`config.mk`:
```
export PLATFORM = sky130hd
export DESIGN_NAME = timer_prescaler_cfg
export DESIGN_NICKNAME = d
export VERILOG_FILES = /design/src/verilog/timer_cfg_pkg.sv /design/src/verilog/presc_if.sv /design/src/verilog/timer_prescaler_cfg.sv /design/src/verilog/shared_prescaler.sv
export SDC_FILE = /design/constraint.sdc
export NUM_CORES = 1
export LEC_CHECK = 0
export ABC_AREA = 1
export BUFFER_PORTS_ARGS = -buffer_cell sky130_fd_sc_hd__buf_2
export CAP_MARGIN = 15
export CORE_ASPECT_RATIO = 0.75
export CORE_MARGIN = 1
export CORE_UTILIZATION = 48
export CTS_BUF_LIST = sky130_fd_sc_hd__clkbuf_8
export DETAILED_ROUTE_END_ITERATION = 8
export GPL_ROUTABILITY_DRIVEN = 0
export PLACE_DENSITY = 0.78
export SYNTH_ARGS = -nofsm -noshare
export SYNTH_HDL_FRONTEND = slang
export SYNTH_SLANG_ARGS = --single-unit
```
`constraint.sdc`:
```
create_clock -name pclk -period 1.4 [get_ports pclk]
set_input_delay 0 -clock pclk [delete_from_list [all_inputs] [get_ports pclk]]
set_output_delay 0 -clock pclk [all_outputs]
set_load 0.01 [all_outputs]
```
`src/verilog/timer_cfg_pkg.sv`:
```
// shared constants for the timer configuration and prescaler block
package timer_cfg_pkg;
    // register byte offsets on the apb bus
    localparam logic [11:0] CFG_OFS = 12'h000;
    localparam logic [11:0] PULLUP_OFS = 12'h004;
    localparam logic [11:0] TIMER_OFS = 12'h008;
    localparam logic [11:0] STATUS_OFS = 12'h00C;
    // values after reset
    localparam logic [7:0] CFG_RESET = 8'hFF;
    localparam logic [7:0] PULLUP_RESET = 8'h00;
    localparam logic [7:0] TIMER_RESET = 8'h00;
    // field positions in the configuration register
    localparam int PULLUP_DIS_BIT = 7;
    localparam int IRQ_EDGE_BIT = 6;
    localparam int CLK_SRC_BIT = 5;
    localparam int CNT_EDGE_BIT = 4;
    localparam int ASSIGN_BIT = 3;
    localparam int RATE_LSB = 0;
    localparam int RATE_W = 3;
    // status register field
    localparam int IRQ_FLAG_BIT = 0;
    // instruction clock is the oscillator divided by this count
    localparam int INSTR_DIV = 4;
    localparam logic [1:0] INSTR_LAST = 2'(INSTR_DIV - 1);
endpackage

```
`src/verilog/presc_if.sv`:
```
// carrier between the timer block and its shared prescaler
`timescale 1ns/1ps
interface presc_if;
    logic src_tick;
    logic [2:0] rate;
    logic assign_wdt;
    logic clear;
    logic div_tick;
    modport ctl (output src_tick, output rate, output assign_wdt, output clear, input div_tick);
    modport presc (input src_tick, input rate, input assign_wdt, input clear, output div_tick);
endinterface // presc_if

```
`src/verilog/timer_prescaler_cfg.sv`:
```
// timer configuration register, 8-bit timer, pin logic and apb slave
`timescale 1ns/1ps
module timer_prescaler_cfg
    import timer_cfg_pkg::*;
#(
    parameter int ADDR_W = 12,
    parameter int PINS = 8
) (
    input wire logic pclk,
    input wire logic presetn,
    input wire logic psel,
    input wire logic penable,
    input wire logic pwrite,
    input wire logic [ADDR_W-1:0] paddr,
    input wire logic [31:0] pwdata,
    output logic [31:0] prdata,
    output logic pready,
    output logic pslverr,
    input wire logic timer_ext_clock_pin,
    input wire logic ext_irq_pin,
    input wire logic wdt_base_tick,
    output logic [PINS-1:0] pullup_en,
    output logic [7:0] timer_count,
    output logic timer_overflow,
    output logic watchdog_tick,
    output logic ext_irq_flag
);
    logic [7:0] cfg_r;
    logic [PINS-1:0] per_pin_pullup_enables_r;
    logic [PINS-1:0] pullup_en_r;
    logic [7:0] timer_count_r;
    logic ovf_r;
    logic wdt_tick_r;
    logic irq_flag_r;
    logic pready_r;
    logic pslverr_r;
    logic [31:0] prdata_r;
    logic [1:0] instr_cnt_r;
    logic tck_s1_r, tck_s2_r, tck_prev_r;
    logic irq_s1_r, irq_s2_r, irq_prev_r;

    presc_if pif ();

    // apb decode; access takes two cycles so read data are a flop
    logic access, fire, wr_fire;
    logic hit_cfg, hit_pullup, hit_timer, hit_status, unmapped;
    logic [31:0] prdata_nxt;
    assign access = psel & penable & ~pready_r;
    assign fire = psel & penable & pready_r;
    assign wr_fire = fire & pwrite;
    assign hit_cfg = (paddr == CFG_OFS);
    assign hit_pullup = (paddr == PULLUP_OFS);
    assign hit_timer = (paddr == TIMER_OFS);
    assign hit_status = (paddr == STATUS_OFS);
    assign unmapped = ~(hit_cfg | hit_pullup | hit_timer | hit_status);

    // read mux, upper bits read as zero
    assign prdata_nxt = hit_cfg ? {24'h000000, cfg_r} :
                        hit_pullup ? 32'(per_pin_pullup_enables_r) :
                        hit_timer ? {24'h000000, timer_count_r} :
                        hit_status ? {31'h00000000, irq_flag_r} : 32'h00000000;

    // named configuration fields
    logic pullup_dis, ext_irq_edge_sel, timer_clock_src_sel, timer_count_edge_sel, prescaler_assign;
    logic [2:0] prescale_rate_sel;
    assign pullup_dis = cfg_r[PULLUP_DIS_BIT];
    assign ext_irq_edge_sel = cfg_r[IRQ_EDGE_BIT];
    assign timer_clock_src_sel = cfg_r[CLK_SRC_BIT];
    assign timer_count_edge_sel = cfg_r[CNT_EDGE_BIT];
    assign prescaler_assign = cfg_r[ASSIGN_BIT];
    assign prescale_rate_sel = cfg_r[RATE_LSB +: RATE_W];

    // edges are seen on the second sync stage against a third, never on the first
    logic tck_rise, tck_fall, irq_rise, irq_fall, ext_edge, irq_event;
    assign tck_rise = tck_s2_r & ~tck_prev_r;
    assign tck_fall = ~tck_s2_r & tck_prev_r;
    assign irq_rise = irq_s2_r & ~irq_prev_r;
    assign irq_fall = ~irq_s2_r & irq_prev_r;
    assign ext_edge = timer_count_edge_sel ? tck_fall : tck_rise;
    assign irq_event = ext_irq_edge_sel ? irq_rise : irq_fall;

    // timer source and prescaler hookup
    logic instr_tick, timer_src_tick, timer_inc, cfg_write, presc_clear, timer_write, irq_clr;
    assign instr_tick = (instr_cnt_r == INSTR_LAST);
    assign timer_src_tick = timer_clock_src_sel ? ext_edge : instr_tick;
    assign pif.src_tick = prescaler_assign ? wdt_base_tick : timer_src_tick;
    assign pif.rate = prescale_rate_sel;
    assign pif.assign_wdt = prescaler_assign;
    assign timer_inc = prescaler_assign ? timer_src_tick : pif.div_tick;
    assign cfg_write = wr_fire & hit_cfg;
    // only a change of assignment or rate restarts the prescaler phase
    assign presc_clear = cfg_write & (pwdata[3:0] != cfg_r[3:0]);
    assign pif.clear = presc_clear;
    assign timer_write = wr_fire & hit_timer;
    assign irq_clr = wr_fire & hit_status & pwdata[IRQ_FLAG_BIT];

    shared_prescaler #(.CNT_W(8)) u_presc (
        .pclk(pclk),
        .presetn(presetn),
        .p(pif)
    );

    // apb handshake and read capture
    always_ff @(posedge pclk or negedge presetn) begin
        if (!presetn) begin
            pready_r <= 1'b0;
            pslverr_r <= 1'b0;
            prdata_r <= 32'h00000000;
        end else begin
            pready_r <= access;
            pslverr_r <= access & unmapped;
            prdata_r <= access ? prdata_nxt : prdata_r;
        end
    end

    // software registers; unmapped writes are dropped
    always_ff @(posedge pclk or negedge presetn) begin
        if (!presetn) begin
            cfg_r <= CFG_RESET;
            per_pin_pullup_enables_r <= PINS'(PULLUP_RESET);
        end else begin
            cfg_r <= cfg_write ? pwdata[7:0] : cfg_r;
            per_pin_pullup_enables_r <= (wr_fire & hit_pullup) ? pwdata[PINS-1:0] : per_pin_pullup_enables_r;
        end
    end

    // two-flop synchronisers plus an edge-history stage
    always_ff @(posedge pclk or negedge presetn) begin
        if (!presetn) begin
            {tck_s1_r, tck_s2_r, tck_prev_r} <= 3'h0;
            {irq_s1_r, irq_s2_r, irq_prev_r} <= 3'h0;
        end else begin
            {tck_s1_r, tck_s2_r, tck_prev_r} <= {timer_ext_clock_pin, tck_s1_r, tck_s2_r};
            {irq_s1_r, irq_s2_r, irq_prev_r} <= {ext_irq_pin, irq_s1_r, irq_s2_r};
        end
    end

    // instruction clock divider
    always_ff @(posedge pclk or negedge presetn) begin
        if (!presetn) begin
            instr_cnt_r <= 2'h0;
        end else begin
            instr_cnt_r <= instr_tick ? 2'h0 : 2'(instr_cnt_r + 2'h1);
        end
    end

    // timer count; a software write wins over an increment in the same cycle
    always_ff @(posedge pclk or negedge presetn) begin
        if (!presetn) begin
            timer_count_r <= TIMER_RESET;
            ovf_r <= 1'b0;
        end else begin
            timer_count_r <= timer_write ? pwdata[7:0] : (timer_inc ? 8'(timer_count_r + 8'h01) : timer_count_r);
            ovf_r <= ~timer_write & timer_inc & (timer_count_r == 8'hFF);
        end
    end

    // pin side outputs; set beats clear on the interrupt flag
    always_ff @(posedge pclk or negedge presetn) begin
        if (!presetn) begin
            pullup_en_r <= '0;
            wdt_tick_r <= 1'b0;
            irq_flag_r <= 1'b0;
        end else begin
            pullup_en_r <= pullup_dis ? '0 : per_pin_pullup_enables_r;
            wdt_tick_r <= prescaler_assign ? pif.div_tick : wdt_base_tick;
            irq_flag_r <= irq_event | (irq_flag_r & ~irq_clr);
        end
    end

    assign prdata = prdata_r;
    assign pready = pready_r;
    assign pslverr = pslverr_r;
    assign pullup_en = pullup_en_r;
    assign timer_count = timer_count_r;
    assign timer_overflow = ovf_r;
    assign watchdog_tick = wdt_tick_r;
    assign ext_irq_flag = irq_flag_r;

    property p_cfg_write;
        @(posedge pclk) disable iff (!presetn)
        cfg_write |=> cfg_r == $past(pwdata[7:0]);
    endproperty
    a_cfg_write: assert property (p_cfg_write) else $error("config write lost");

    property p_cfg_readback;
        @(posedge pclk) disable iff (!presetn)
        (access && !pwrite && hit_cfg) |=> prdata_r == {24'h000000, cfg_r};
    endproperty
    a_cfg_readback: assert property (p_cfg_readback) else $error("config read wrong");

    property p_pullup_off;
        @(posedge pclk) disable iff (!presetn)
        pullup_dis |=> pullup_en_r == '0;
    endproperty
    a_pullup_off: assert property (p_pullup_off) else $error("pull-ups not disabled");

    property p_pullup_follow;
        @(posedge pclk) disable iff (!presetn)
        !pullup_dis |=> pullup_en_r == $past(per_pin_pullup_enables_r);
    endproperty
    a_pullup_follow: assert property (p_pullup_follow) else $error("pull-ups ignore enables");

    property p_irq_edge;
        @(posedge pclk) disable iff (!presetn)
        ((ext_irq_edge_sel && irq_rise) || (!ext_irq_edge_sel && irq_fall)) |=> irq_flag_r;
    endproperty
    a_irq_edge: assert property (p_irq_edge) else $error("interrupt edge not flagged");

    property p_irq_wrong_edge;
        @(posedge pclk) disable iff (!presetn)
        (!irq_flag_r && !irq_event) |=> !irq_flag_r;
    endproperty
    a_irq_wrong_edge: assert property (p_irq_wrong_edge) else $error("flag set without edge");

    property p_instr_count;
        @(posedge pclk) disable iff (!presetn)
        (!timer_clock_src_sel && prescaler_assign && instr_tick && !timer_write && !cfg_write)
            |=> timer_count_r == 8'($past(timer_count_r) + 8'h01);
    endproperty
    a_instr_count: assert property (p_instr_count) else $error("timer missed instruction tick");

    property p_ext_edge_count;
        @(posedge pclk) disable iff (!presetn)
        (timer_clock_src_sel && prescaler_assign && !timer_write && !cfg_write
            && (timer_count_edge_sel ? tck_fall : tck_rise))
            |=> timer_count_r == 8'($past(timer_count_r) + 8'h01);
    endproperty
    a_ext_edge_count: assert property (p_ext_edge_count) else $error("timer missed pin edge");

    property p_wdt_route;
        @(posedge pclk) disable iff (!presetn)
        !prescaler_assign |=> watchdog_tick == $past(wdt_base_tick);
    endproperty
    a_wdt_route: assert property (p_wdt_route) else $error("watchdog routing wrong");

    // a changed setting must kill any divided tick already in flight
    property p_presc_clear;
        @(posedge pclk) disable iff (!presetn)
        (cfg_write && pwdata[3:0] != cfg_r[3:0]) |=> !pif.div_tick;
    endproperty
    a_presc_clear: assert property (p_presc_clear) else $error("prescaler not cleared on change");
endmodule // timer_prescaler_cfg

```
`src/verilog/shared_prescaler.sv`:
```
// shared power-of-two prescaler serving either the timer or the watchdog
`timescale 1ns/1ps
module shared_prescaler
    import timer_cfg_pkg::*;
#(
    parameter int CNT_W = 8
) (
    input wire logic pclk,
    input wire logic presetn,
    presc_if.presc p
);
    logic [CNT_W-1:0] cnt_r;
    logic div_r;
    logic [3:0] shift;
    logic [CNT_W-1:0] mask;
    logic hit;

    // timer gets one extra halving so code 0 is 1:2, watchdog code 0 is 1:1
    assign shift = p.assign_wdt ? {1'b0, p.rate} : 4'({1'b0, p.rate} + 4'h1);
    genvar i;
    generate
        for (i = 0; i < CNT_W; i++) begin : g_mask
            assign mask[i] = (4'(i) < shift);
        end
    endgenerate
    assign hit = ((cnt_r & mask) == mask);
    assign p.div_tick = div_r;

    // free-running count; cleared on a setting change so no stale phase leaks out
    always_ff @(posedge pclk or negedge presetn) begin
        if (!presetn) begin
            cnt_r <= '0;
            div_r <= 1'b0;
        end else if (p.clear) begin
            cnt_r <= '0;
            div_r <= 1'b0;
        end else begin
            cnt_r <= p.src_tick ? CNT_W'(cnt_r + 1'b1) : cnt_r;
            div_r <= p.src_tick & hit;
        end
    end

    property p_timer_ratio;
        @(posedge pclk) disable iff (!presetn)
        (p.src_tick && !p.clear && !p.assign_wdt && ((cnt_r & mask) == mask)) |=> div_r;
    endproperty
    a_timer_ratio: assert property (p_timer_ratio) else $error("timer prescale tick missing");

    property p_timer_no_undivided;
        @(posedge pclk) disable iff (!presetn)
        (p.src_tick && !p.clear && !p.assign_wdt && !cnt_r[0]) |=> !div_r;
    endproperty
    a_timer_no_undivided: assert property (p_timer_no_undivided) else $error("timer tick on even count");

    property p_wdt_one_to_one;
        @(posedge pclk) disable iff (!presetn)
        (p.src_tick && !p.clear && p.assign_wdt && p.rate == 3'h0) |=> div_r;
    endproperty
    a_wdt_one_to_one: assert property (p_wdt_one_to_one) else $error("watchdog 1:1 tick missing");

    property p_clear_count;
        @(posedge pclk) disable iff (!presetn)
        p.clear |=> (cnt_r == '0) && !div_r;
    endproperty
    a_clear_count: assert property (p_clear_count) else $error("prescaler not cleared");
endmodule // shared_prescaler

```
* After elaboration in Yosys (flattened, before gate mapping)
Cells that the tools add are included.
** Operators by class
- Add/sub/neg operators :: 4
- Muxes and demuxes :: 18
- Bitwise gates (word level) :: 32
- Eq/ne operators :: 7
- Magnitude comparators :: 8
- Reductions and logical operators :: 3
** Operator list (count)
- $mux 8 :: 8
- $eq 12x4->1 const B :: 2
- $and 1x1->1 :: 19
- $add 8x1->8 const B :: 2
- $lt 3x4->1 const A :: 4
- $eq 12x3->1 const B :: 1
- $logic_not 12->1 :: 1
- $and 8x8->8 :: 1
- $eq 8x8->1 :: 1
- $eq 8x8->1 const B :: 1
- $lt 1x4->1 const A :: 2
- $lt 2x4->1 const A :: 2
- $mux 1 :: 8
- $not 1->1 :: 8
- $add 3x1->4 const B :: 1
- $mux 4 :: 1
- $ne 4x4->1 :: 1
- $or 1x1->1 :: 4
- $reduce_bool 2->1 :: 2
- $add 2x1->2 const B :: 1
- $eq 2x2->1 const B :: 1
- $mux 2 :: 1
** Word-level totals
- Output and inout port bits :: 53
- Bits of input ports :: 52
- Register bits after elaboration :: 86
- Word-level logic and storage cells :: 91

* Logic depth before layout (Yosys ltp)
Gate-level depths: netlist of the first run.
- Depth after elaboration :: 8
- Depth in mapped cells :: 11
- Mapped depth without buffers :: 10

* Hierarchy
A second synthesis of the first run with hierarchy kept.
** Unflattened totals
- Cells, all modules :: 421
- Area total of the unflattened synthesis :: 3470.8 µm²
** By module, submodules not included
- timer_prescaler_cfg :: cells an instance 333, seq. area each 1336.3 µm², times used 1, area an instance 2861.5 µm²
- shared_prescaler :: cells an instance 88, seq. area each 225.2 µm², times used 1, area an instance 609.3 µm²

* Least setup slack after synthesis of the first run
OpenSTA, ideal clock, no wires.
- Path kind :: reg-to-reg
- Start :: register pready_r, in the netlist pready
- End :: register u_presc.cnt_r[6]
- Data arrival time :: 1.287 ns
- Path slack :: -0.005 ns
- Stages on the path, launching flop included :: 9
- Setup time :: 0.118 ns
- Clock period less this slack :: 1.405 ns
- Cell sequence :: dfrtp_1 > nand2_1 > nor2_2 > inv_2 > nor2_8 > nand2_4 > buf_6 > nand3_1 > nand2_1
** Between the ends
- Longest elaborated chain between the ends :: 5
- Elaborated cells on any way between the ends :: 6
- Classes of those cells :: mux: 1; bitwise: 4; reduce/logical: 1
** RTL lines
- start: declaration :: line timer_prescaler_cfg.sv:35 : logic pready_r;
- start signal: assignment :: line timer_prescaler_cfg.sv:110 : pready_r <= access;
- $and 1x1->1 * :: line timer_prescaler_cfg.sv:49 : assign fire = psel & penable & pready_r;
- $and 1x1->1 * :: line timer_prescaler_cfg.sv:50 : assign wr_fire = fire & pwrite;
- $and 1x1->1 * :: line timer_prescaler_cfg.sv:90 : assign cfg_write = wr_fire & hit_cfg;
- $and 1x1->1 * :: line timer_prescaler_cfg.sv:92 : assign presc_clear = cfg_write & (pwdata[3:0] != cfg_r[3:0]);
- $mux 8 / $reduce_bool 2->1 (equally long branches)
- end signal: assignment :: line shared_prescaler.sv:38 : cnt_r <= p.src_tick ? CNT_W'(cnt_r + 1'b1) : cnt_r;
- end: declaration :: line shared_prescaler.sv:12 : logic [CNT_W-1:0] cnt_r;
Every way passes the cells marked *; elsewhere a longest branch is shown, timed or not.
A chain may end at the register's enable or synchronous reset.

* Worst setup path after layout of the first run
- Start :: register cfg_r[3]
- End :: register u_presc.div_r, in the netlist u_presc.p.div_tick
** Between the ends
- Longest elaborated chain between the ends :: 6
- Elaborated cells on any way between the ends :: 16
- Classes of those cells :: order compare: 8; eq/ne: 2; mux: 3; bitwise: 3
** RTL lines
- start: declaration :: line timer_prescaler_cfg.sv:28 : logic [7:0] cfg_r;
- start signal: assignment :: line timer_prescaler_cfg.sv:122 : cfg_r <= cfg_write ? pwdata[7:0] : cfg_r;
- $mux 4 :: line shared_prescaler.sv:19 : assign shift = p.assign_wdt ? {1'b0, p.rate} : 4'({1'b0, p.rate} + 4'h1);
- $lt 1x4->1 (tied with other cells) :: line shared_prescaler.sv:23 : assign mask[i] = (4'(i) < shift);
- $and 8x8->8 :: line shared_prescaler.sv:26 : assign hit = ((cnt_r & mask) == mask);
- $eq 8x8->1 :: line shared_prescaler.sv:26
- $and 1x1->1 :: line shared_prescaler.sv:39 : div_r <= p.src_tick & hit;
- $mux 1 * :: line shared_prescaler.sv:34 : end else if (p.clear) begin
- end signal: assignment :: line shared_prescaler.sv:39
- end: declaration :: line shared_prescaler.sv:13 : logic div_r;
Marked as above.

==> reports/results.tsv, run 1 <==
stage	metric	value	unit
global_routing	grt_pass1_wl	12800	um
setup_path	cp_common_cell	nor2_1	
synthesis	synth_seq_area_share	45.8	%
power	power.share.combinational	21.0	%
place	hpwlAfterDp	5690	um
global_routing	antenna_found_initial	0	
die	num_io_pins	105	
finish	layout-drive-gt1-share	28.0	%
synthesis	synth.distinct_cells	29	
place	pre_cts_ws	-72.9	ps
place	placed_area	3830	sq um
detailed_routing	via_per_inst	5.14	
finish	final_area	4290	sq um
die	start_util	49.9	%
synthesis	yosys_warnings	0	
outcome	failed_checks	setup timing	
finish	num_antenna_cells	0	
detailed_routing	antenna_left	0	
detailed_routing	wl_per_cell	13.7	um
setup_path	arrival	1750	ps
synthesis	synth_top_area_share	39.6	%
place	numPortBuffers	56	
finish	regArea	1560	sq um
timing	period_needed	1500	ps
finish	fillers	586	
timing	period_share	107	%
synthesis	synthCells	431	
synthesis	syn_area	3410	sq um
detailed_routing	vias	3187	
timing	hold_viol_final	0	
clock_network	clockRootBuffer	clkbuf_8	
synthesis	synth_top_cell_by_area	dfrtp_1	
timing	final_max_slew_viol_count	0	
detailed_routing	wl	8470	um
timing	rsz0062_at_grt	true	
finish	instances_no_fill	620	
power	p_per_area	1040	nW/um^2
timing	fin_skew	6.28	ps
setup_path	critical_path_required	1650	ps
place	dp_cells	584	
setup_path	worst_setup_path_end_kind	flop	
clock_network	numCtsBuffers	9	
clock_network	cts.reportedPaths.clkPinSlew	70	ps
clock_network	clockBufferDepth	2	
clock_network	clk_latency	350	ps
global_routing	grt_pass1_vias	2793	
die	coreArea	6830	sq um
global_routing	grt_max_degree	63	
detailed_routing	drt_iter0_markers	325	
power	switching_share	31.9	%
detailed_routing	first_pass_iters	5	
die	die_h	75	um
power	p_leak	2.38	nW
clock_network	htree_levels	3	
setup_path	crit_chain	buf_4, nand2_1, o21ai_4, inv_1, nor3_1, nor2_1, nand3_2, nor2_1	
timing	finalSetupViolCount	10	
finish	multi_input_area	1650	sq um
setup_path	path_max_fanout	4	
power	p_seq_share	46.7	%
die	dieArea	7450	sq um
power	intPower	3.05	mW
setup_path	criticalPathCategory	flop to flop	
setup_path	critical_path.max_stage_delay	580	ps
clock_network	cts_sinks	62	
flow_run	cap_viol_max_count	0	
finish	nets	587	
timing	max_freq	668	MHz
synthesis	ys_ff_latch	62	
detailed_routing	drc	0	
setup_path	slowest_stage	dfstp_2	
timing	setup_slack	-97.1	ps
power	peakVddDrop	0.000599	V
die	die_x	99.3	um
finish	area_delta_synth_final	25.8	%
hold_path	hp-class	primary input to flop	
setup_path	cp-start-kind	flop	
power	p_sw	1.43	mW
power	clkPwrFrac	32.3	%
clock_network	cts_tree	built	
global_routing	grtUsageTotal	22.8	%
synthesis	synth.area.top_cells	dfrtp_1, nand2_1, nand3_1, dfstp_2, nor2_1	
outcome	outcome	finished, violations left	
synthesis	syn_avg_cell_area	7.91	sq um
die	row_count	26	
global_routing	overflow	0	
## synth_stat cells
library cell,count
buf_6,3
xor2_1,4
ha_1,4
xnor2_1,8
clkinv_1,2
dfstp_2,8
o211ai_1,1
nand4_1,5
or2_2,1
o21ai_1,1
buf_4,24
a21oi_1,5
nor2_8,2
nor2_1,53
clkbuf_1,1
conb_1,1
nor3_1,3
o21ai_0,26
nand2_4,4
inv_2,4
inv_1,34
nor2_2,3
a21oi_2,3
nand2_1,117
nand2_2,7
nand3_1,45
dfrtp_1,54
buf_2,4
nor2_4,4
## cells in the final DEF, fill, tap and decap left out, types with 2 or more instances in the layout
cell / instances
conb_1: 24
nor3_1: 2
nand2_1: 116
buf_2: 56
nor2_2: 3
dfrtp_1: 53
nand4_1: 5
nor2_1: 53
nand2_4: 5
inv_6: 2
nand2_8: 2
buf_6: 3
nand2_2: 6
nand3_1: 41
inv_2: 4
nor2_4: 5
a21oi_1: 5
o21ai_0: 24
clkinv_2: 2
nor2_8: 2
dfstp_2: 8
inv_1: 33
xnor2_1: 8
dlygate4sd3_1: 12
clkbuf_8: 10
clkinvlp_4: 3
nand3_2: 4
xor2_1: 4
ha_1: 3
buf_4: 24
a21oi_2: 3
## state kept, by name (all words and copies together), names as in the netlist, 2 cells and up
signal	count
prdata	8
cfg_r	8
instr_cnt_r	2
u_presc.cnt_r	8
timer_count	8
per_pin_pullup_enables_r	8
pullup_en	8
## final timing paths
| path | to | depth (start not counted) | startpoint | slack (ps) |
|---|---|---|---|---|
| setup / recovery | u_presc.p.div_tick | 8 | cfg_r[3] | -100 |
| hold / removal | pslverr | 3 | paddr[0] | 10 |
| setup reg to reg | u_presc.p.div_tick | 8 | cfg_r[3] | -100 |
| hold reg to reg | irq_s2_r | 0 | irq_s1_r | 350 |
| max in group asynchronous | cfg_r[5] | 3 | presetn | 900 |
| min in group asynchronous | prdata[4] | 3 | presetn | 180 |
## cell families after synthesis
family | share of synthesized area [%]
AOI/OAI and AO/OA | 5.69
xor gates and xnor gates | 3.08
adders and majority gates | 1.47
buffers and inverters | 11.4
DFF | 45.8
other | 0.110
and+or+nand+nor | 32.5
## through the flow
stage | util, % | power (mW) | TNS (ps) | hold slack, ps
global route | 62.8 | 4.69 | -1160 | 47.7
CTS | 60.8 | 4.44 | -60.1 | 9.06
floorplan | - | 2.66 | 0 | -296
detailed placement | 56.0 | 2.97 | -191 | 31.8
global placement | 56.0 | 2.94 | 0 | 34.0
finish | 62.8 | 4.48 | -415 | 13.8
## what timing repair did
| item | in CTS | in global routing |
|---|---|---|
| hold buffers | 12 | 0 |
| endpoints found under the setup margin | 15 | 18 |
| cloned | 0 | 2 |
| setup buffers | 2 | 4 |
| endpoints found under the hold margin | 79 | 0 |
| resized for setup | 4 | 20 |
| pin swaps | 0 | 16 |
## power groups by stage
stage / sequential (mW) / combinational (mW) / clock [mW]
finish: 2.09 / 0.941 / 1.45
global route: 2.10 / 1.05 / 1.54
CTS: 2.08 / 0.894 / 1.47
detailed placement: 2.11 / 0.863 / 0
global placement: 2.10 / 0.837 / 0
floorplan: 2.15 / 0.513 / 0
## worst max-delay path, delay by kind of cell, from the launching register on
family	cells	cell delay, ps
AND/OR/NAND/NOR	5	480
flip-flops	1	580
buffers and inverters	2	250
AO/OA/AOI/OAI	1	80
## cell type report
cell class              instances  share of cell area, %
clock inverters                 6                   1.05
repair buffers                 96                   14.8
well taps                      84                   2.45
multi-input cells             322                   38.5
flip-flops and latches         62                   36.4
inverters                      40                   3.59
clock buffers                  10                   3.21
## metal layers
metal	up-vias	share of wire [%]	GRT usage (%)
met1	1496	43	30.2
met5	-	0	0
met4	0	1.2	6.70
met2	163	47	37.0
met3	16	8.8	6.96
li1	1512	-	-
Power figures use the tool's default switching activity.
==> inputs of run 2 (changes only) <==
Settings changed: CORE_MARGIN 1 to 1.5.
==> reports/results.tsv, run 2 (same netlist as run 1, synthesis figures left out) <==
stage	metric	value	unit	change
clock_network	cts_sinks	62		unchanged
global_routing	grt_pass1_wl	12900	um	+0.43%
flow_run	cap_viol_max_count	0		unchanged
clock_network	cts.reportedPaths.clkPinSlew	70	ps	about the same
global_routing	grt_util_met1	28.7	%	-1.5 points
power	p_per_area	1050	nW/um^2	+1.1%
clock_network	numCtsBuffers	9		unchanged
finish	final_common_cell	nand2_1		
detailed_routing	antenna_left	0		unchanged
die	die_h	76	um	+1.3%
die	coreArea	6830	sq um	unchanged
finish	area_delta_synth_final	27.3	%	
setup_path	path_max_fanout	11		+7
finish	layout-drive-gt1-share	29.7	%	+1.7 points
detailed_routing	wl_per_cell	13.2	um	-3.3%
power	p_leak	2.37	nW	-0.28%
global_routing	grtUsageTotal	21.9	%	-0.97 points
outcome	outcome	finished, violations left		
finish	nets	590		+0.51%
die	row_count	26		unchanged
power	intPower	3.20	mW	+4.9%
outcome	failed_checks	setup timing		
timing	finalSetupViolCount	13		+3
global_routing	grt-busiest-layer	met2		
detailed_routing	drt_iter0_markers	268		-18%
power	power.share.combinational	19.9	%	-1.1 points
setup_path	worst_setup_path_end_kind	flop		
finish	final_cell_mix	nand2_1, buf_2, dfrtp_1, nor2_1, nand3_1		
timing	setup_slack	-63.7	ps	+33.4 ps
power	p_sw	1.38	mW	-3.2%
timing	fin_skew	7.53	ps	+1.25 ps
global_routing	grtUsageMet2	34.6	%	-2.3 points
clock_network	clk_latency	350	ps	about the same
detailed_routing	vias	3123		-2.0%
place	hpwlAfterDp	5740	um	+0.87%
finish	num_antenna_cells	0		unchanged
timing	rsz0062_at_grt	true		
power	switching_share	30.1	%	-1.7 points
power	p_seq_share	45.6	%	-1.1 points
detailed_routing	drc	0		unchanged
global_routing	grt_max_degree	63		unchanged
power	clkPwrFrac	34.5	%	+2.2 points
setup_path	cp-start-kind	primary input		
global_routing	antenna_found_initial	0		unchanged
detailed_routing	wl	8230	um	-2.9%
timing	period_needed	1460	ps	-33.4 ps
detailed_routing	first_pass_iters	5		unchanged
setup_path	criticalPathCategory	primary input to flop		
global_routing	met3_usage	6.06	%	-0.91 points
global_routing	overflow	0		unchanged
setup_path	arrival	1720	ps	-30 ps
die	start_util	49.9	%	unchanged
die	dieArea	7630	sq um	+2.4%
timing	final_max_slew_viol_count	0		unchanged
die	num_io_pins	105		unchanged
clock_network	clockBufferDepth	2		unchanged
die	die_x	100	um	+1.0%
power	totalPowerFinal	4.58	mW	+2.3%
clock_network	cts_tree	built		
setup_path	critical_path_required	1660	ps	about the same
place	numPortBuffers	56		unchanged
timing	hold_viol_final	0		unchanged
clock_network	htree_levels	3		unchanged
power	peakVddDrop	0.000486	V	-19%
global_routing	grt_pass1_vias	2788		-0.18%
clock_network	clockRootBuffer	clkbuf_8		
hold_path	hp-class	primary input to flop		
detailed_routing	via_per_inst	5.01		-2.5%
timing	max_freq	683	MHz	+2.3%
timing	worst_hold_slack	118	ps	+104 ps
timing	fin_setup_tns	-592	ps	-177 ps
timing	period_share	105	%	-2.4 points
[run 2: cell types whose count changed in the layout (fill, tap and decap cells not counted), sizes merged]
cell / before / now
dlygate4sd3: 12 / 14
bufinv: 0 / 1
clkinv: 3 / 2
clkinvlp: 3 / 4
inv: 40 / 39
nand2: 129 / 130
[run 2: cell type report]
cell class                      count  area (sq um)
Tap cell                           84           105
Multi-Input combinational cell    323          1670
Inverter                           40           154
Clock buffer                       10           138
Timing Repair Buffer               98           651
Clock inverter                      6          63.8
Sequential cell                    62          1560
Fill cell                         571          2490
[run 2: final timing paths]
check                      depth (start not counted)               end  slack [ps]  startpoint
max in group asynchronous                          3          cfg_r[6]         890     presetn
hold / removal                                     5           pslverr         120   paddr[10]
setup / recovery                                  10          cfg_r[0]         -60    paddr[0]
setup reg to reg                                   9  u_presc.cnt_r[4]         -60    cfg_r[0]
min in group asynchronous                          3         prdata[7]         180     presetn
hold reg to reg                                    0          irq_s2_r         350    irq_s1_r
[run 2: worst max-delay path, cell delays in order]
cell and delay [ps]:
dlygate4sd3_1 540, buf_2 140, nor2_4 180, nand2_2 90, nor2_4 120, nand2_4 100, nor2_8 170, buf_4 200
nand2_1 80, o21ai_0 100
[run 2: power groups by stage]
stage | clock [mW] | combinational, mW | sequential [mW]
5_1_grt | 1.69 | 1.01 | 2.10
6_report | 1.58 | 0.911 | 2.09
3_5_place_dp | 0 | 0.852 | 2.11
4_1_cts | 1.61 | 0.892 | 2.08
2_1_floorplan | 0 | 0.513 | 2.15
3_3_place_gp | 0 | 0.831 | 2.11
[run 2: through the flow]
step / std cells / instance area (sq um) / worst slack, ps / utilization, %
2_1_floorplan: 454 / 3500 / 25.8 / -
3_3_place_gp: 585 / 3830 / -5.04 / 56.1
3_5_place_dp: 585 / 3830 / -86.9 / 56.1
4_1_cts: 616 / 4220 / -18.0 / 61.8
5_1_grt: 623 / 4340 / -126 / 63.6
6_report: 623 / 4340 / -63.7 / 63.6
[run 2: routing by layer]
| metal | wire length (um) | up-vias |
|---|---|---|
| met5 | 0 | - |
| met4 | 207 | 0 |
| met3 | 614 | 26 |
| met2 | 3790 | 126 |
| met1 | 3620 | 1452 |
| li1 | - | 1519 |
[run 2: repair_timing]
item | 4_1_cts | 5_1_grt
gates cloned | 0 | 3
setup endpoints to repair | 18 | 21
gates resized for setup | 11 | 20
endpoints found under the hold margin | 82 | 0
pin swaps | 6 | 8
hold buffers | 14 | 0
buffers inserted | 1 | 4
